**config.mk**
```make
export PLATFORM = sky130hd
export DESIGN_NAME = ptws_window_sizer
export DESIGN_NICKNAME = d
export VERILOG_FILES = /design/src/rtl/ptws_pkg.sv /design/src/rtl/ptws_size_check.sv /design/src/rtl/ptws_base_mask.sv /design/src/rtl/ptws_window_sizer.sv
export SDC_FILE = /design/constraint.sdc
export NUM_CORES = 1
export LEC_CHECK = 0
export BUFFER_PORTS_ARGS = -buffer_cell sky130_fd_sc_hd__buf_2
export CAP_MARGIN = 15
export CORE_MARGIN = 3
export CORE_UTILIZATION = 56
export DETAILED_ROUTE_END_ITERATION = 6
export PLACE_DENSITY_LB_ADDON = 0.05
export SLEW_MARGIN = 25
export SYNTH_ARGS = -nofsm -noshare
export SYNTH_HDL_FRONTEND = slang
export SYNTH_SLANG_ARGS = --single-unit
```
**constraint.sdc**
```tcl
create_clock -name clk -period 21.3 [get_ports clk]
set_clock_uncertainty 0.1 [all_clocks]
set_input_delay 1.065 -clock clk [delete_from_list [all_inputs] [get_ports clk]]
set_output_delay 1.065 -clock clk [all_outputs]
set_load 0.02 [all_outputs]
```
**src/rtl/ptws_pkg.sv**
```systemverilog
// package for the target window sizer: register map, reset values, field positions
// assumes a 32-bit axi4-lite register bus and one 200 MHz clock
package ptws_pkg;
	localparam logic [31:0] IO_SIZE_OFFSET = 32'hfffed120;
	localparam logic [31:0] MEM_SIZE_OFFSET = 32'hfffed124;
	localparam logic [31:0] STATUS_OFFSET = 32'hfffed12c;
	localparam logic [31:0] INT_MASK_OFFSET = 32'hfffed130;
	localparam logic [31:0] IO_SIZE_RESET = 32'hff000000;
	localparam logic [31:0] MEM_SIZE_RESET = 32'h80000000;
	localparam int IO_SIZE_LSB = 2;
	localparam int MEM_SIZE_LSB = 4;
	localparam int ILLEGAL_SIZE_BIT = 2;
	localparam logic [31:0] STATUS_RESET = 32'h00000000;
	localparam logic [31:0] INT_MASK_RESET = 32'h00000000;
	localparam logic [1:0] RESP_OKAY = 2'h0;
	localparam logic [1:0] RESP_SLVERR = 2'h2;
endpackage : ptws_pkg

```
**src/rtl/ptws_size_check.sv**
```systemverilog
// size check: a value is legal when it is all zero or ones from bit 31 down then zeros
// assumes the caller has already cleared the bits below the field's low bit
`timescale 1ns/1ps
`default_nettype none
module ptws_size_check #(
	parameter int LSB = 2
) (
	input wire logic [31:0] sizeValue,
	output logic legal,
	output logic disabled
);
	// refused at elaboration: a field low bit outside the word cannot be served
	if (LSB < 0 || LSB > 31) begin : g_bad_lsb
		$error("ptws_size_check: LSB out of range");
	end
	// contiguous ones from the top: inverted value plus one is a power of two or zero
	wire logic [31:0] inverted = ~sizeValue;
	wire logic [31:0] plusOne = inverted + 32'h00000001;
	wire logic contiguous = ((plusOne & inverted) == 32'h00000000);
	assign disabled = (sizeValue == 32'h00000000);
	assign legal = disabled || contiguous;
endmodule : ptws_size_check
`default_nettype wire

```
**src/rtl/ptws_base_mask.sv**
```systemverilog
// base register sizing view: the ones a pci master would read back after writing all ones
// assumes the size register already holds its field bits only
`timescale 1ns/1ps
`default_nettype none
module ptws_base_mask (
	input wire logic [31:0] sizeValue,
	input wire logic [31:0] baseWritten,
	input wire logic [31:0] mapWritten,
	output logic [31:0] baseMasked,
	output logic [31:0] mapMasked
);
	assign baseMasked = baseWritten & sizeValue;
	assign mapMasked = mapWritten & sizeValue;
endmodule : ptws_base_mask
`default_nettype wire

```
**src/rtl/ptws_window_sizer.sv**
```systemverilog
// target window sizer: two inbound window size registers behind an axi4-lite slave
// assumes the bridge supplies clk and rst_n; pci base and map registers live outside
// Operation
// - size registers sit on the local bus only, never in pci config space
// - all-zero io size disables the io window
// - io size resets to ff000000, a 16 megabyte window
// - io size bits 31:2 mask io base and io local map address
// - all-ones written io base reads back masked by io size
// - io size is ones from bit 31 down, 4 bytes to 2 gigabytes
// - non power-of-two size sets illegal-size flag, interrupt when enabled
// - all-zero memory size disables the memory window
// - memory size resets to 80000000, a 2 gigabyte window
// - memory size bits 31:4 mask memory base and local map address
// - all-ones written memory base reads back masked by memory size
// - memory size is ones from bit 31 down and zeros below
// - illegal-size flag is status bit 2, shared, resets to zero
//
// The implementer's own choice: the AXI4-Lite slave port.
`timescale 1ns/1ps
`default_nettype none
module ptws_window_sizer (
	input wire logic clk,
	input wire logic rst_n,
	input wire logic [31:0] s_axi_awaddr,
	input wire logic s_axi_awvalid,
	output logic s_axi_awready,
	input wire logic [31:0] s_axi_wdata,
	input wire logic [3:0] s_axi_wstrb,
	input wire logic s_axi_wvalid,
	output logic s_axi_wready,
	output logic [1:0] s_axi_bresp,
	output logic s_axi_bvalid,
	input wire logic s_axi_bready,
	input wire logic [31:0] s_axi_araddr,
	input wire logic s_axi_arvalid,
	output logic s_axi_arready,
	output logic [31:0] s_axi_rdata,
	output logic [1:0] s_axi_rresp,
	output logic s_axi_rvalid,
	input wire logic s_axi_rready,
	input wire logic [31:0] ioBaseAddr,
	input wire logic [31:0] ioLocalMapAddr,
	input wire logic [31:0] memBaseAddr,
	input wire logic [31:0] memLocalMapAddr,
	output logic [31:0] ioBaseReadback,
	output logic [31:0] ioLocalMapMasked,
	output logic [31:0] memBaseReadback,
	output logic [31:0] memLocalMapMasked,
	output logic ioWindowEnable,
	output logic memWindowEnable,
	output logic irq
);
	// reset release through two flip-flops
	logic rstSync1;
	logic rstSync2;
	always_ff @(posedge clk or negedge rst_n) begin
		if (!rst_n) begin
			rstSync1 <= 1'b0;
			rstSync2 <= 1'b0;
		end else begin
			rstSync1 <= 1'b1;
			rstSync2 <= rstSync1;
		end
	end
	wire logic rstLocal_n = rstSync2;

	function automatic logic [31:0] ptws_strobe(input logic [31:0] oldV, input logic [31:0] newV,
		input logic [3:0] strb, input logic [31:0] fieldMask);
		logic [31:0] merged;
		merged = oldV;
		for (int i = 0; i < 4; i++) begin
			if (strb[i]) begin
				merged[i*8 +: 8] = newV[i*8 +: 8];
			end
		end
		return merged & fieldMask;
	endfunction : ptws_strobe

	localparam logic [31:0] IO_FIELD = ~((32'h00000001 << ptws_pkg::IO_SIZE_LSB) - 32'h00000001);
	localparam logic [31:0] MEM_FIELD = ~((32'h00000001 << ptws_pkg::MEM_SIZE_LSB) - 32'h00000001);
	localparam logic [31:0] FLAG_MASK = 32'h00000001 << ptws_pkg::ILLEGAL_SIZE_BIT;

	logic [31:0] ioSize;
	logic [31:0] memSize;
	logic [31:0] status;
	logic [31:0] intMask;

	// write channel: address and data held until both arrive
	logic awHeld;
	logic wHeld;
	logic [31:0] awAddr;
	logic [31:0] wData;
	logic [3:0] wStrb;
	wire logic awTake = s_axi_awvalid && s_axi_awready;
	wire logic wTake = s_axi_wvalid && s_axi_wready;
	wire logic haveAw = awHeld || awTake;
	wire logic haveW = wHeld || wTake;
	wire logic [31:0] curAwAddr = awHeld ? awAddr : s_axi_awaddr;
	wire logic [31:0] curWData = wHeld ? wData : s_axi_wdata;
	wire logic [3:0] curWStrb = wHeld ? wStrb : s_axi_wstrb;
	wire logic doWrite = haveAw && haveW && !s_axi_bvalid;

	// register decode on the local bus address only; no pci config path reaches it
	wire logic wrIo = doWrite && (curAwAddr == ptws_pkg::IO_SIZE_OFFSET);
	wire logic wrMem = doWrite && (curAwAddr == ptws_pkg::MEM_SIZE_OFFSET);
	wire logic wrMask = doWrite && (curAwAddr == ptws_pkg::INT_MASK_OFFSET);
	wire logic wrStatus = doWrite && (curAwAddr == ptws_pkg::STATUS_OFFSET);
	wire logic wrHit = wrIo || wrMem || wrMask || wrStatus;

	wire logic [31:0] next_ioSize = ptws_strobe(ioSize, curWData, curWStrb, IO_FIELD);
	wire logic [31:0] next_memSize = ptws_strobe(memSize, curWData, curWStrb, MEM_FIELD);
	wire logic [31:0] next_intMask = ptws_strobe(intMask, curWData, curWStrb, FLAG_MASK);

	// check the value being written, not the stored one, so the flag lands with the write
	wire logic ioNewLegal;
	wire logic memNewLegal;
	ptws_size_check #(.LSB(ptws_pkg::IO_SIZE_LSB)) ioCheck (
		.sizeValue(next_ioSize),
		.legal(ioNewLegal),
		.disabled()
	);
	ptws_size_check #(.LSB(ptws_pkg::MEM_SIZE_LSB)) memCheck (
		.sizeValue(next_memSize),
		.legal(memNewLegal),
		.disabled()
	);
	wire logic sizeBad = (wrIo && !ioNewLegal) || (wrMem && !memNewLegal);

	// read channel
	wire logic arTake = s_axi_arvalid && s_axi_arready;
	wire logic rdStatus = arTake && (s_axi_araddr == ptws_pkg::STATUS_OFFSET);
	wire logic rdHit = (s_axi_araddr == ptws_pkg::IO_SIZE_OFFSET) ||
		(s_axi_araddr == ptws_pkg::MEM_SIZE_OFFSET) ||
		(s_axi_araddr == ptws_pkg::STATUS_OFFSET) ||
		(s_axi_araddr == ptws_pkg::INT_MASK_OFFSET);
	wire logic [31:0] rdMux =
		(s_axi_araddr == ptws_pkg::IO_SIZE_OFFSET) ? ioSize :
		(s_axi_araddr == ptws_pkg::MEM_SIZE_OFFSET) ? memSize :
		(s_axi_araddr == ptws_pkg::STATUS_OFFSET) ? status :
		(s_axi_araddr == ptws_pkg::INT_MASK_OFFSET) ? intMask : 32'h00000000;

	// set wins over the clear-on-read in the same cycle
	wire logic [31:0] next_status = sizeBad ? (status | FLAG_MASK) :
		(rdStatus ? 32'h00000000 : status);

	always_ff @(posedge clk or negedge rstLocal_n) begin
		if (!rstLocal_n) begin
			awHeld <= 1'b0;
			wHeld <= 1'b0;
			awAddr <= 32'h00000000;
			wData <= 32'h00000000;
			wStrb <= 4'h0;
		end else begin
			if (doWrite) begin
				awHeld <= 1'b0;
				wHeld <= 1'b0;
			end else begin
				if (awTake) begin
					awHeld <= 1'b1;
					awAddr <= s_axi_awaddr;
				end
				if (wTake) begin
					wHeld <= 1'b1;
					wData <= s_axi_wdata;
					wStrb <= s_axi_wstrb;
				end
			end
		end
	end

	always_ff @(posedge clk or negedge rstLocal_n) begin
		if (!rstLocal_n) begin
			s_axi_awready <= 1'b0;
			s_axi_wready <= 1'b0;
			s_axi_bvalid <= 1'b0;
			s_axi_bresp <= ptws_pkg::RESP_OKAY;
		end else begin
			s_axi_awready <= !haveAw && !s_axi_bvalid;
			s_axi_wready <= !haveW && !s_axi_bvalid;
			if (doWrite) begin
				s_axi_bvalid <= 1'b1;
				s_axi_bresp <= wrHit ? ptws_pkg::RESP_OKAY : ptws_pkg::RESP_SLVERR;
			end else if (s_axi_bready) begin
				s_axi_bvalid <= 1'b0;
			end
		end
	end

	always_ff @(posedge clk or negedge rstLocal_n) begin
		if (!rstLocal_n) begin
			s_axi_arready <= 1'b0;
			s_axi_rvalid <= 1'b0;
			s_axi_rdata <= 32'h00000000;
			s_axi_rresp <= ptws_pkg::RESP_OKAY;
		end else begin
			s_axi_arready <= !s_axi_rvalid && !arTake;
			if (arTake) begin
				s_axi_rvalid <= 1'b1;
				s_axi_rdata <= rdMux;
				s_axi_rresp <= rdHit ? ptws_pkg::RESP_OKAY : ptws_pkg::RESP_SLVERR;
			end else if (s_axi_rready) begin
				s_axi_rvalid <= 1'b0;
			end
		end
	end

	always_ff @(posedge clk or negedge rstLocal_n) begin
		if (!rstLocal_n) begin
			ioSize <= ptws_pkg::IO_SIZE_RESET;
			memSize <= ptws_pkg::MEM_SIZE_RESET;
			status <= ptws_pkg::STATUS_RESET;
			intMask <= ptws_pkg::INT_MASK_RESET;
		end else begin
			if (wrIo) begin
				ioSize <= next_ioSize;
			end
			if (wrMem) begin
				memSize <= next_memSize;
			end
			if (wrMask) begin
				intMask <= next_intMask;
			end
			status <= next_status;
		end
	end

	// size masks applied to base and map addresses; outside writers order their writes
	wire logic [31:0] ioBaseM;
	wire logic [31:0] ioMapM;
	wire logic [31:0] memBaseM;
	wire logic [31:0] memMapM;
	ptws_base_mask ioMask (
		.sizeValue(ioSize),
		.baseWritten(ioBaseAddr),
		.mapWritten(ioLocalMapAddr),
		.baseMasked(ioBaseM),
		.mapMasked(ioMapM)
	);
	ptws_base_mask memMask (
		.sizeValue(memSize),
		.baseWritten(memBaseAddr),
		.mapWritten(memLocalMapAddr),
		.baseMasked(memBaseM),
		.mapMasked(memMapM)
	);

	// outputs registered; one cycle behind the inputs and the size registers
	always_ff @(posedge clk or negedge rstLocal_n) begin
		if (!rstLocal_n) begin
			ioBaseReadback <= 32'h00000000;
			ioLocalMapMasked <= 32'h00000000;
			memBaseReadback <= 32'h00000000;
			memLocalMapMasked <= 32'h00000000;
			ioWindowEnable <= 1'b0;
			memWindowEnable <= 1'b0;
			irq <= 1'b0;
		end else begin
			ioBaseReadback <= ioBaseM;
			ioLocalMapMasked <= ioMapM;
			memBaseReadback <= memBaseM;
			memLocalMapMasked <= memMapM;
			ioWindowEnable <= (ioSize != 32'h00000000);
			memWindowEnable <= (memSize != 32'h00000000);
			irq <= |(next_status & intMask);
		end
	end

	a_flag_on_bad: assert property (@(posedge clk) disable iff (!rstLocal_n)
		sizeBad |=> status[ptws_pkg::ILLEGAL_SIZE_BIT])
		else $error("illegal size write did not set the flag");
	a_io_disable: assert property (@(posedge clk) disable iff (!rstLocal_n)
		(ioSize == 32'h00000000) |=> !ioWindowEnable)
		else $error("io window enabled with zero size");
	a_mem_disable: assert property (@(posedge clk) disable iff (!rstLocal_n)
		(memSize == 32'h00000000) |=> !memWindowEnable)
		else $error("memory window enabled with zero size");
	a_io_mask: assert property (@(posedge clk) disable iff (!rstLocal_n)
		rstLocal_n |=> ioBaseReadback == ($past(ioBaseAddr) & $past(ioSize)))
		else $error("io base readback not masked by io size");
	a_mem_mask: assert property (@(posedge clk) disable iff (!rstLocal_n)
		rstLocal_n |=> memBaseReadback == ($past(memBaseAddr) & $past(memSize)))
		else $error("memory base readback not masked by memory size");
	a_io_field: assert property (@(posedge clk) disable iff (!rstLocal_n)
		ioSize[1:0] == 2'h0)
		else $error("io size low bits not zero");
	a_mem_field: assert property (@(posedge clk) disable iff (!rstLocal_n)
		memSize[3:0] == 4'h0)
		else $error("memory size low bits not zero");
	a_irq_gate: assert property (@(posedge clk) disable iff (!rstLocal_n)
		(status[ptws_pkg::ILLEGAL_SIZE_BIT] && intMask[ptws_pkg::ILLEGAL_SIZE_BIT]
		&& !rdStatus) |=> irq)
		else $error("masked-in flag did not raise the interrupt");
	a_good_no_flag: assert property (@(posedge clk) disable iff (!rstLocal_n)
		(rdStatus && !sizeBad) |=> !status[ptws_pkg::ILLEGAL_SIZE_BIT])
		else $error("status not cleared by read");
	// sampled release gates the first edge, where the output flops still sit in reset
	a_io_enable: assert property (@(posedge clk) disable iff (!rstLocal_n)
		(rstLocal_n && (ioSize != 32'h00000000)) |=> ioWindowEnable)
		else $error("io window not enabled with nonzero size");
	a_mem_enable: assert property (@(posedge clk) disable iff (!rstLocal_n)
		(rstLocal_n && (memSize != 32'h00000000)) |=> memWindowEnable)
		else $error("memory window not enabled with nonzero size");
	a_io_map: assert property (@(posedge clk) disable iff (!rstLocal_n)
		rstLocal_n |=> ioLocalMapMasked == ($past(ioLocalMapAddr) & $past(ioSize)))
		else $error("io local map not masked by io size");
	a_mem_map: assert property (@(posedge clk) disable iff (!rstLocal_n)
		rstLocal_n |=> memLocalMapMasked == ($past(memLocalMapAddr) & $past(memSize)))
		else $error("memory local map not masked by memory size");
	a_io_reset: assert property (@(posedge clk) disable iff (!rstLocal_n)
		$rose(rstLocal_n) |-> (ioSize == ptws_pkg::IO_SIZE_RESET))
		else $error("io size wrong after reset");
	a_mem_reset: assert property (@(posedge clk) disable iff (!rstLocal_n)
		$rose(rstLocal_n) |-> (memSize == ptws_pkg::MEM_SIZE_RESET))
		else $error("memory size wrong after reset");
	a_status_reset: assert property (@(posedge clk) disable iff (!rstLocal_n)
		$rose(rstLocal_n) |-> !status[ptws_pkg::ILLEGAL_SIZE_BIT])
		else $error("illegal-size flag set after reset");
	a_io_legal_quiet: assert property (@(posedge clk) disable iff (!rstLocal_n)
		(wrIo && ioNewLegal && !status[ptws_pkg::ILLEGAL_SIZE_BIT])
		|=> !status[ptws_pkg::ILLEGAL_SIZE_BIT])
		else $error("legal io size set the flag");
	a_mem_legal_quiet: assert property (@(posedge clk) disable iff (!rstLocal_n)
		(wrMem && memNewLegal && !status[ptws_pkg::ILLEGAL_SIZE_BIT])
		|=> !status[ptws_pkg::ILLEGAL_SIZE_BIT])
		else $error("legal memory size set the flag");
	a_io_write_lands: assert property (@(posedge clk) disable iff (!rstLocal_n)
		(wrIo && (curWStrb == 4'hf)) |=> ioSize == ($past(curWData) & IO_FIELD))
		else $error("io size write did not land in the field");
	a_mem_write_lands: assert property (@(posedge clk) disable iff (!rstLocal_n)
		(wrMem && (curWStrb == 4'hf)) |=> memSize == ($past(curWData) & MEM_FIELD))
		else $error("memory size write did not land in the field");
	a_irq_quiet: assert property (@(posedge clk) disable iff (!rstLocal_n)
		(!status[ptws_pkg::ILLEGAL_SIZE_BIT] && !sizeBad) |=> !irq)
		else $error("interrupt raised with no flag");
	a_bvalid_hold: assert property (@(posedge clk) disable iff (!rstLocal_n)
		(s_axi_bvalid && !s_axi_bready) |=> (s_axi_bvalid && $stable(s_axi_bresp)))
		else $error("write response dropped before it was taken");
	a_rvalid_hold: assert property (@(posedge clk) disable iff (!rstLocal_n)
		(s_axi_rvalid && !s_axi_rready) |=> (s_axi_rvalid && $stable(s_axi_rdata)))
		else $error("read data dropped before it was taken");
	a_aw_refused: assert property (@(posedge clk) disable iff (!rstLocal_n)
		s_axi_bvalid |-> (!s_axi_awready && !s_axi_wready))
		else $error("write accepted while a response is pending");
	a_ar_refused: assert property (@(posedge clk) disable iff (!rstLocal_n)
		s_axi_rvalid |-> !s_axi_arready)
		else $error("read accepted while read data is pending");
endmodule : ptws_window_sizer
`default_nettype wire

```
-- Word-level counts from Yosys, hierarchy flattened
Index checks and enable logic that the tools add are counted.
- add/subtract/negate cells: 2
- eq/ne operators: 8
- muxes and demuxes: 27
- bitwise gates (word level): 10
- reduce and logical (&&, ||, !) cells: 47
- operators with widths (cell ; number):
    $eq 32x32->1 const B ; 8
    $mux 32 ; 7
    $and 32x32->32 ; 6
    $logic_not 32->1 ; 4
    $add 32x1->32 const B ; 2
    $mux 8 ; 8
    $not 32->32 ; 2
    $reduce_bool 32->1 ; 2
    $and 32x3->32 ; 1
    $reduce_or 32->1 ; 1
    $logic_and 1x1->1 ; 15
    $logic_or 1x1->1 ; 11
    $mux 1 ; 8
    $reduce_bool 2->1 ; 4
    $logic_not 1->1 ; 7
    $reduce_and 2->1 ; 3
    $mux 2 ; 2
    $mux 4 ; 1
    $mux 3 ; 1
    $not 1->1 ; 1
- bits in registers: 335
- output and inout bits: 172
- word-level logic and storage cells: 120

-- Logic depth before layout (Yosys ltp)
Gate-level depths: netlist of the first run.
- depth in word-level cells: 13
- gate-level depth with buffers: 12
- gate-level depth less buffers: 8

-- Hierarchy
A second synthesis of the first run with hierarchy kept.
- cells, all modules: 1051
- area total of the unflattened synthesis: 12869.8 um^2
- modules (own cells, without submodules) (module ; instances ; cells an instance ; area an instance (um^2)):
    ptws_window_sizer ; 1 ; 783 ; 11190.7
    ptws_size_check ; 2 ; 70 ; 439.2
    ptws_base_mask ; 2 ; 64 ; 400.4

-- Worst setup path after synthesis of the first run
OpenSTA, ideal clock, no wires.
- kind: input to register
- start: input port s_axi_wstrb[2]
- end: register irq
- library setup time: 0.135 ns
- data arrival time: 2.902 ns
- data required time: 21.065 ns
- path slack: 18.162 ns
- cell stages on the path: 8
- buffers on the path: 1
- cells stage by stage: buf_6 mux2i_1 o21ai_1 or2_4 or4_1 a211o_1 o41ai_2 a21boi_1
- cells in the longest elaborated chain, start to end: 13
- elaborated cells between the ends (all ways): 23
- ends and longest elaborated chain (what ; line ; text):
    from (decl) ; ptws_window_sizer.sv:28 ; input wire logic [3:0] s_axi_wstrb,
    $mux 4 * ; ptws_window_sizer.sv:100 ; wire logic [3:0] curWStrb = wHeld ? wStrb : s_axi_wstrb;
    $mux 8 ; ptws_window_sizer.sv:72 ; if (strb[i]) begin
    $not 32->32 ; ptws_size_check.sv:17 ; wire logic [31:0] inverted = ~sizeValue;
    $add 32x1->32 ; ptws_size_check.sv:18 ; wire logic [31:0] plusOne = inverted + 32'h00000001;
    $and 32x32->32 ; ptws_size_check.sv:19 ; wire logic contiguous = ((plusOne & inverted) == 32'h00000000);
    $logic_not 32->1 ; ptws_size_check.sv:19 ;
    $logic_or 1x1->1 ; ptws_size_check.sv:21 ; assign legal = disabled || contiguous;
    $logic_not 1->1 ; ptws_window_sizer.sv:127 ; wire logic sizeBad = (wrIo && !ioNewLegal) || (wrMem && !memNewLegal);
    $logic_and 1x1->1 ; ptws_window_sizer.sv:127 ;
    $logic_or 1x1->1 * ; ptws_window_sizer.sv:127 ;
    $mux 32 * ; ptws_window_sizer.sv:143 ; wire logic [31:0] next_status = sizeBad ? (status | FLAG_MASK) :
    $and 32x3->32 * ; ptws_window_sizer.sv:264 ; irq <= |(next_status & intMask);
    $reduce_or 32->1 * ; ptws_window_sizer.sv:264 ;
    to (signal assigned) ; ptws_window_sizer.sv:264 ;
    to (decl) ; ptws_window_sizer.sv:51 ; output logic irq
Every way passes the cells marked *; elsewhere a longest branch is shown, timed or not.
A chain may end at the register's enable or synchronous reset.

-- Worst setup path after layout of the first run
- start: register wHeld
- end: register memSize[14]
- cells in the longest elaborated chain, start to end: 4
- elaborated cells between the ends (all ways): 7
- ends and longest elaborated chain (what ; line ; text):
    from (decl) ; ptws_window_sizer.sv:90 ; logic wHeld;
    from (signal assigned) ; ptws_window_sizer.sv:149 ; wHeld <= 1'b0;
    from (signal assigned) ; ptws_window_sizer.sv:156 ; wHeld <= 1'b0;
    from (signal assigned) ; ptws_window_sizer.sv:163 ; wHeld <= 1'b1;
    $logic_or 1x1->1 ; ptws_window_sizer.sv:97 ; wire logic haveW = wHeld || wTake;
    $logic_and 1x1->1 (2 in series) ; ptws_window_sizer.sv:101 ; wire logic doWrite = haveAw && haveW && !s_axi_bvalid;
    $logic_and 1x1->1 ; ptws_window_sizer.sv:105 ; wire logic wrMem = doWrite && (curAwAddr == ptws_pkg::MEM_SIZE_OFFSET);
    to (signal assigned) ; ptws_window_sizer.sv:210 ; memSize <= ptws_pkg::MEM_SIZE_RESET;
    to (signal assigned) ; ptws_window_sizer.sv:218 ; memSize <= next_memSize;
    to (decl) ; ptws_window_sizer.sv:84 ; logic [31:0] memSize;
Parallel ways exist; a longest one is shown, timed or not.

==> summary.md, run 1 <==
| Metric | Value |
|---|---|
| Via count | 10100 |
| Layout cells sized above 1 | 38.7% |
| Synth area leaders | dfrtp_1 52%, mux2i_1 11%, mux2_2 10% |
| Largest net degree at the start of global routing | 181 |
| Final wirelength | 35.0 mm |
| DR WL/cell | 19.1 um |
| Leak pwr | approximately 8.4 nW |
| EDFF count, synth | 0 |
| Die area | approximately 0.026 mm^2 |
| Tightest Hold Check Type | input pin to async pin |
| Initial Util | 57.1% |
| Most frequent cells in the layout | 376 x buf_2, 275 x dfrtp_1, 144 x mux2i_1, 122 x mux2_2, 121 x and2_1 |
| Vias/cell | 5.52 |
| GP Congestion | 0.853 |
| FF-to-FF path depth | 8 |
| Worst EP required | 21.62 ns |
| Fmax | 249 MHz |
| Final Cycle Share | a little under a fifth |
| Initial antenna violation count | 4 |
| Worst Tran Pin Value | about 1.1 ns |
| CTS tree | built |
| Worst skew pair latency | approximately 0.54 ns |
| Die width | 161 um |
| FF-to-FF Start | wHeld |
| Die height | between 150 and 200 um |
| R2R Path End | memSize[14] |
| H-Tree Depth | 1 |
| Setup TNS | 0 ns |
| Leading cell type in the layout, fill and taps excluded | buf_2 |
| Setup fix buffers added after clock tree synthesis | 0 |
| Via count of the first global-routing pass | 10400 |
| Syn_area_per_cell | 11.9 um^2 |
| Status | completed |
| CTS clk-pin slew, worst paths | about 0.07 ns |
| DP HPWL | between 20 and 30 mm |
| Total CTS buffers | 29 |
| First-pass GRT wire length | 55.3 mm |
| Sequential element share of the synthesized area | 53.4% |
| Hold Vio Cnt, Final | 0 |
| Antenna violation net count after detailed routing | 0 |
| Synth Register Bits | 286 |
| R2R setup slack | between 15 and 20 ns |
| Maximum clock path buffer count | 3 |
| Synth top area share | 51.6% |
| CP arrival | 4.34 ns |
| Ys flop type | dfrtp_1 |
| DRC viols | 0 |
| Tot Pwr | 1.65 mW |
| Port bufs | 376 |
| GR Util All Layers | between 20% and 30% |
| Util after Layout | 69.8% |
| Max Cap Viol | 0 |
| Synthesized cell area | approximately 0.013 mm^2 |
| Crit path kind | flip-flop to flip-flop |
| IO Pins | 407 |
| Synth Instances | 1130 |
| Worst vdd ir | 0.0676 mV |
| Clock Tree Root | clkbuf_16 |
| CP Launch Type | flip-flop |
| Unique masters post-synth | between 60 and 70 |
| RSZ-0062 raised after global routing | no |
| Final setup viols | 0 |
| Slew HR | 24.6% |
| Number of nets in the layout | about 1700 |
| Tmin final | 4.02 ns |
| Pins Over Slew Limit | 0 |
| Site row count | 56 |
| Ys Warns | 0 |
| Post-CTS sizing | 0 |
| Hold_buf cts | 0 |
| P&R area growth vs syn | 22.4% |
| Drt first pass iters | 5 |
| Pwr dens | 100 mW/mm^2 |
| Worst-path fanout max | 50 |
| Remaining global-route overflow | 0 |
| FFs w/ async S/R, synth | 100% |
| CTS Sinks | 286 |
| DR iter-0 viols | 586 |
| Core Region | 0.0235 mm^2 |
| Post-synth top area cell | dfrtp_1 |
| Crit. End Element | flip-flop |
## worst max-delay path: stages (launching register included)
cell	delay [ns]
dfrtp_4	0.70
buf_4	0.67
inv_2	0.27
nand2_1	0.18
nand2_1	0.15
nor4_2	0.49
nand2_1	0.57
buf_4	0.44
mux2_2	0.30
## state kept, by name, summed over array words and instances (netlist names), 4 cells and up
name / count
ioLocalMapMasked: 30
awAddr: 32
wStrb: 4
ioBaseReadback: 30
memBaseReadback: 28
memLocalMapMasked: 28
s_axi_rdata: 30
memSize: 28
wData: 30
ioSize: 30
## synthesized netlist by cell type, types with 5 or more instances
library cell  count
a21oi_1          19
a22oi_1          30
and2_1          121
buf_1             6
buf_2             7
buf_4            19
buf_6            13
clkbuf_1         19
dfrtp_1         277
dfstp_2           9
inv_1             7
mux2_2          122
mux2i_1         144
nand2_1          84
nand2b_1          9
nand3_1           5
nand4_1          24
nor2_1           32
nor3_1           10
nor4_1           25
nor4b_1           6
o21ai_0          68
o21ai_1           6
## metrics by stage
step                      hold slack, ns  std cells  setup slack [ns]  cell area (um^2)
after floorplan                    0.231       1145             12.66             13500
after global placement             0.241       1782             17.33             15400
after detailed placement           0.243       1782             17.31             15400
after CTS                          0.174       1833             17.28             16400
after global routing               0.183       1835             17.05             16400
final                              0.202       1836             17.28             16400
## cell type report
| cell class | instances | area (um^2) |
|---|---|---|
| Tap cell | 319 | 399 |
| Clock buffer | 42 | 865 |
| Clock inverter | 9 | 145 |
| Antenna cell | 3 | 7.51 |
| Sequential cell | 286 | 7180 |
| Multi-Input combinational cell | 785 | 5860 |
| Inverter | 8 | 30.0 |
| Timing Repair Buffer | 384 | 1950 |
| Fill cell | 1830 | 7110 |
## worst max path at each step
stage,start,end,depth (start not counted)
2_1_floorplan,rstLocal_n,awAddr[0],0
3_3_place_gp,wHeld,memSize[19],8
6_report,wHeld,memSize[14],8
3_5_place_dp,wHeld,memSize[19],8
5_1_grt,wHeld,irq,9
4_1_cts,wHeld,memSize[14],8
## per-layer routing
layer	up-vias	wire length (um)	share of wire, %	global-route usage, %
met5	-	21	0.060	0
met4	4	753	2.1	5.75
met3	52	2330	6.7	5.29
met2	369	17900	51	48.2
met1	4959	14000	40	33.5
li1	4757	-	-	-
## report_power, final
group          total, mW  internal, mW  switching [mW]
Sequential         0.702         0.615          0.0868
Clock              0.531         0.327           0.204
Combinational      0.415         0.209           0.206
## logic make-up after synthesis
group / Yosys count / share of synthesized area (%)
AO/OA/AOI/OAI: 152 / 6.93
buffers and inverters: 74 / 3.60
flip-flops: 286 / 53.4
multiplexers: 267 / 21.1
other: 2 / 0.0559
AND/OR/NAND/NOR: 349 / 15.0
No activity file was read; power rests on OpenSTA's default activity.
==> run 2, diff against run 1 <==
Settings changed: CORE_UTILIZATION 56 to 47.
Clock period 21.3 ns to 3.3 ns, I/O delays scaled along.
==> summary.md, run 2 (same netlist as run 1, synthesis figures left out) <==
| Metric | Value |
|---|---|
| Status | completed |
| Most frequent cells in the layout | 376 x buf_2, 274 x dfrtp_1, 190 x dlygate4sd3_1, 144 x mux2i_1, 122 x mux2_2 |
| Via count | 11000 |
| Max reg flops | 32 |
| Core Region | 0.0280 mm^2 |
| GR Util All Layers | between 20% and 30% |
| Worst hold slack | 0.0761 ns |
| P&R area growth vs syn | 39.6% |
| Drt first pass iters | 5 |
| Site row count | 61 |
| Antenna violation net count after detailed routing | 0 |
| Worst vdd ir | 0.532 mV |
| Initial Util | 48.0% |
| DR iter-0 viols | 658 |
| Pwr dens | between 600 and 700 mW/mm^2 |
| Worst skew pair latency | 0.55 ns |
| Fmax | between 300 and 400 MHz |
| Final setup viols | 0 |
| DP HPWL | between 20 and 30 mm |
| CP Launch Type | flip-flop |
| R2R setup slack | 0.27 ns |
| Initial antenna violation count | 0 |
| Die area | 0.0306 mm^2 |
| Leading cell type in the layout, fill and taps excluded | buf_2 |
| H-Tree Depth | 1 |
| CTS tree | built |
| Die height | roughly 180 um |
| Max Cap Viol | 0 |
| Cells after DPL | 1869 |
| Maximum clock path buffer count | 3 |
| Worst EP required | 3.61 ns |
| DR WL/cell | ~18 um |
| Slew HR | between 30% and 40% |
| Final wirelength | 39.0 mm |
| Biggest register | awAddr |
| Vias/cell | 5.22 |
| Crit. End Element | flip-flop |
| Die width | 175 um |
| IO Pins | 407 |
| CTS clk-pin slew, worst paths | approximately 0.060 ns |
| Non-Filler Instances | 2116 |
| CTS Sinks | approximately 290 |
| Hold Vio Cnt, Final | 0 |
| Remaining global-route overflow | 0 |
| First-pass GRT wire length | 62.5 mm |
| Final Cycle Share | 91.9% |
| RSZ-0062 raised after global routing | no |
| Worst Tran Pin Value | ~0.9 ns |
| Tmin final | around 3.0 ns |
| Total CTS buffers | 31 |
| Via count of the first global-routing pass | approximately 12000 |
| Pins Over Slew Limit | 0 |
| Setup fix buffers added after clock tree synthesis | 0 |
| Tightest Hold Check Type | input pin to flip-flop |
| Layout cells sized above 1 | 35.6% |
| DRC viols | 0 |
| Number of nets in the layout | 1949 |
| CP arrival | approximately 3.3 ns |
| Leak pwr | 9.36 nW |
| Clock Tree Root | clkbuf_16 |
| GP Congestion | approximately 0.89 |
| Crit path kind | flip-flop to flip-flop |
| Setup TNS | 0 ns |
| Worst-path fanout max | 12 |
| Port bufs | 376 |
| Largest net degree at the start of global routing | 71 |
## run 2: path summary, 6_finish.rpt
path                                start             end  cells past startpoint
hold / removal             s_axi_wstrb[0]        wStrb[0]                      2
min in group asynchronous      rstLocal_n  s_axi_rdata[3]                      0
max in group asynchronous      rstLocal_n      ioSize[24]                      1
hold reg to reg                  rstSync1      rstLocal_n                      0
setup reg to reg                 wStrb[0]             irq                      8
setup / recovery                 wStrb[0]             irq                      8
## run 2: where the power goes
group          switching (mW)  internal (mW)  leakage, nW
clock network            1.40           2.26        0.538
registers               0.452           3.97         3.79
logic                    1.54           1.66         5.02
total                    3.39           7.89         9.36
## run 2: critical path: stages, from the launching register on
cell	delay (ns)
dfrtp_1	0.73
mux2i_1	0.15
mux2i_1	0.26
mux2_2	0.38
or4b_1	0.45
o21ai_0	0.18
nand4_1	0.14
o41ai_2	0.36
a21boi_1	0.12
## run 2: what timing repair did
action                                  in CTS  in global routing
endpoints found under the setup margin       0                  2
hold buffers                               190                  0
resized for setup                            0                  1
endpoints found under the hold margin      190                  0
## run 2: layer usage
layer	up-vias	wire [um]	track usage, %
met2	364	19200	43.5
met3	58	2290	4.41
met1	5411	16500	33.3
li1	5205	-	-
met5	-	0	0
met4	0	991	6.35
## run 2: per-stage QoR
stage          total power [mW]  utilization [%]  worst slack [ns]  instance area, um^2
3_5_place_dp               7.48             56.3             0.193                15800
2_1_floorplan              6.66                -             0.352                13500
4_1_cts                    11.4             66.9             0.168                18700
3_3_place_gp               7.41             56.3             0.240                15800
5_1_grt                    11.9             66.9            0.0923                18700
6_report                   11.3             66.9             0.268                18800
## run 2: final cells by class
class / instances / area [um^2]
sequential: 286 / 7180
inverter: 8 / 30.0
multi-input combinational: 785 / 5860
antenna: 1 / 2.50
fill: 2208 / 9260
clock inverter: 12 / 189
timing repair buffer: 602 / 4130
clock buffer: 44 / 895
tap: 378 / 473
==> run 3, diff against run 2 <==
Settings changed: ABC_AREA set to 1.
==> summary.md, run 3 <==
| Metric | Value |
|---|---|
| Status | completed |
| Fmax | roughly 340 MHz |
| Leading cell types by count after synthesis | 518 x nand2_1, 277 x dfrtp_1, 252 x inv_1, 132 x nor2_1, 116 x o21ai_0 |
| Max Cap Viol | 0 |
| Hold Vio Cnt, Final | 0 |
| FFs w/ async S/R, synth | 100% |
| CTS clk-pin slew, worst paths | about 0.07 ns |
| Max reg flops | 32 |
| CTS tree | built |
| Comb pwr share | a little over a third |
| Worst skew pair latency | 0.55 ns |
| Leading cell type in the layout, fill and taps excluded | nand2_1 |
| Total CTS buffers | 30 |
| Ys Warns | 0 |
| Synth Instances | 1686 |
| Clock Tree Root | clkbuf_16 |
| Pwr dens | 642 mW/mm^2 |
| Antenna violation net count after detailed routing | 0 |
| Worst hold slack | about 0.057 ns |
| Maximum clock path buffer count | 3 |
| Synth top area share | 50.9% |
| Finished Cell Area | 0.0188 mm^2 |
| DR iter-0 viols | approximately 940 |
| FILL cells | approximately 2300 |
| Worst path max stage delay | 0.40 ns |
| Layout cells sized above 1 | a little under a quarter |
| Hold wc startpoint | s_axi_araddr[2] |
| Hold Crit Depth | 6 |
| Synth area leaders | dfrtp_1 51%, nand2_1 14%, inv_1 7.0% |
| Area after DPL | 0.0159 mm^2 |
| Synthesized cell area | 0.0136 mm^2 |
| FF-to-FF Start | wHeld |
| IO Pins | ~410 |
| GR Util All Layers | 27.2% |
| Port bufs | 376 |
| Final setup viols | 0 |
| Clock share of power | between 20% and 30% |
| Tightest Hold Check Type | input pin to flip-flop |
| Die area | 0.0310 mm^2 |
| Via count of the first global-routing pass | approximately 13000 |
| Leak pwr | between 10 and 15 nW |
| CTS Sinks | 286 |
| EDFF count, synth | 0 |
| Crit. End Element | flip-flop |
| R2R setup slack | 0.38 ns |
| Worst EP required | 3.63 ns |
| P&R area growth vs syn | 37.9% |
| H-Tree Depth | 1 |
| Post-CTS sizing | 0 |
| Crit path kind | flip-flop to flip-flop |
| Hold_buf cts | 190 |
| Ys flop type | dfrtp_1 |
| Initial antenna violation count | 0 |
| Slew HR | 46.7% |
| Final Cycle Share | 88.5% |
| FF-to-FF path depth | 18 |
| Initial Util | 48.3% |
| Worst Tran Pin Value | 0.798 ns |
| Die width | roughly 180 um |
| Core Region | 0.0282 mm^2 |
| Synth Register Bits | 286 |
| Vias/cell | around 5 |
| Most frequent cells in the layout | 518 x nand2_1, 376 x buf_2, 276 x dfrtp_1, 252 x inv_1, 190 x dlygate4sd3_1 |
| Setup fix buffers added after clock tree synthesis | 0 |
| Internal power | 7.65 mW |
| Sequential element share of the synthesized area | 52.7% |
| Syn_area_per_cell | around 8 um^2 |
| Worst vdd ir | 0.521 mV |
| Slowest stage cell, crit path | dfrtp_1 |
| Worst-path fanout max | 17 |
| Number of nets in the layout | 2488 |
| Biggest register | awAddr |
| First-pass GRT wire length | 67.7 mm |
| Post-synth top area cell | dfrtp_1 |
| Largest net degree at the start of global routing | 70 |
| RSZ-0062 raised after global routing | no |
| Tmin final | approximately 3 ns |
| DRC viols | 0 |
| GP Congestion | 0.947 |
| Pins Over Slew Limit | 0 |
| Top-count cell post-synth | nand2_1 |
| Switch Pwr | 4.41 mW |
| Unique masters post-synth | 37 |
| R2R Path End | irq |
| Critical path buffers and inverters | 2 |
| Critical path cell sequence | inv_4, buf_4, nand2_1, nand2_1, nand2_1, nand2_1, nor2_1, nand2_1, nor2_1, nand2_1, o21ai_1, nand2_1, nor2_1, nand2_1, nor2_1, a21oi_1, nor2_2, nor2_1 |
| Final wirelength | 42.5 mm |
| Ant. Diodes | 0 |
| Via count | 12900 |
| DR WL/cell | 16.0 um |
| Reg power frac | 36.9% |
| CP Launch Type | flip-flop |
| Switching part of the total power | 36.6% |
| Setup TNS | 0 ns |
| Die height | 176 um |
| Worst path top cell family by delay | simple AND/OR/NAND/NOR gates |
| DP HPWL | 31.2 mm |
| Remaining global-route overflow | 0 |
| Drt first pass iters | 7 |
| Hold worst-path end | s_axi_rdata[2] |
| Most common cell on crit path | nand2_1 |
| CP arrival | between 3 and 4 ns |
| Site row count | just over 60 |
## run 3: area by class of cell
class | count | area, um^2 | area share (%)
Sequential cell | 286 | 7170 | 38.2
Multi-Input combinational cell | 1094 | 5160 | 27.5
Timing Repair Buffer | 587 | 3990 | 21.3
Inverter | 254 | 956 | 5.09
Clock buffer | 44 | 895 | 4.77
Tap cell | 378 | 473 | 2.52
Clock inverter | 12 | 119 | 0.633
## run 3: tightest hold or removal path, cell delays in order
cell       delay (ns)
buf_2            0.10
nor3_1           0.06
nand3b_1         0.13
o21ai_0          0.09
o2111ai_1        0.07
a21oi_1          0.06
## run 3: cells by family (layout without fill, tap and decap cells)
| family | after synthesis | count (layout) | share of synthesized area, % |
|---|---|---|---|
| and+or+nand+nor | 834 | 834 | 25.7 |
| DFF | 286 | 286 | 52.7 |
| AOI/OAI and AO/OA | 196 | 196 | 7.92 |
| muxes | 47 | 47 | 3.87 |
| other | 2 | 17 | 0.0552 |
| buffers and inverters | 321 | 897 | 9.81 |
## run 3: stage by stage
step / power [mW] / setup slack (ns) / std cells / utilization [%]
4_1_cts: 12.1 / 0.441 / 2655 / 66.6
3_3_place_gp: 8.45 / 0.461 / 2409 / 56.3
2_1_floorplan: 7.32 / 0.352 / 1701 / -
6_report: 12.1 / 0.378 / 2655 / 66.6
3_5_place_dp: 8.50 / 0.471 / 2409 / 56.3
5_1_grt: 12.9 / 0.0858 / 2655 / 66.6
## run 3: worst max-delay path by stage
stage / start / end / slack (ns) / cells past startpoint
floorplan: rstLocal_n / awAddr[0] / 0.35 / 0
global placement: wHeld / irq / 0.46 / 18
detailed placement: wHeld / irq / 0.47 / 17
CTS: wHeld / irq / 0.44 / 17
global route: wHeld / irq / 0.09 / 20
finish: wHeld / irq / 0.38 / 18
## run 3: metal layers
layer | vias to the layer above | GRT usage (%) | part of all wire, %
met5 | - | 0 | 0
met4 | 0 | 6.27 | 2.0
met3 | 60 | 4.24 | 7.4
met2 | 481 | 45.1 | 47
met1 | 5974 | 37.9 | 43
li1 | 6382 | - | -
## run 3: power groups by stage
stage	logic (mW)	clock network [mW]	registers [mW]
floorplan	2.61	0	4.71
global placement	3.97	0	4.48
detailed placement	3.99	0	4.51
CTS	4.19	3.48	4.45
global route	4.71	3.64	4.53
finish	4.20	3.41	4.45
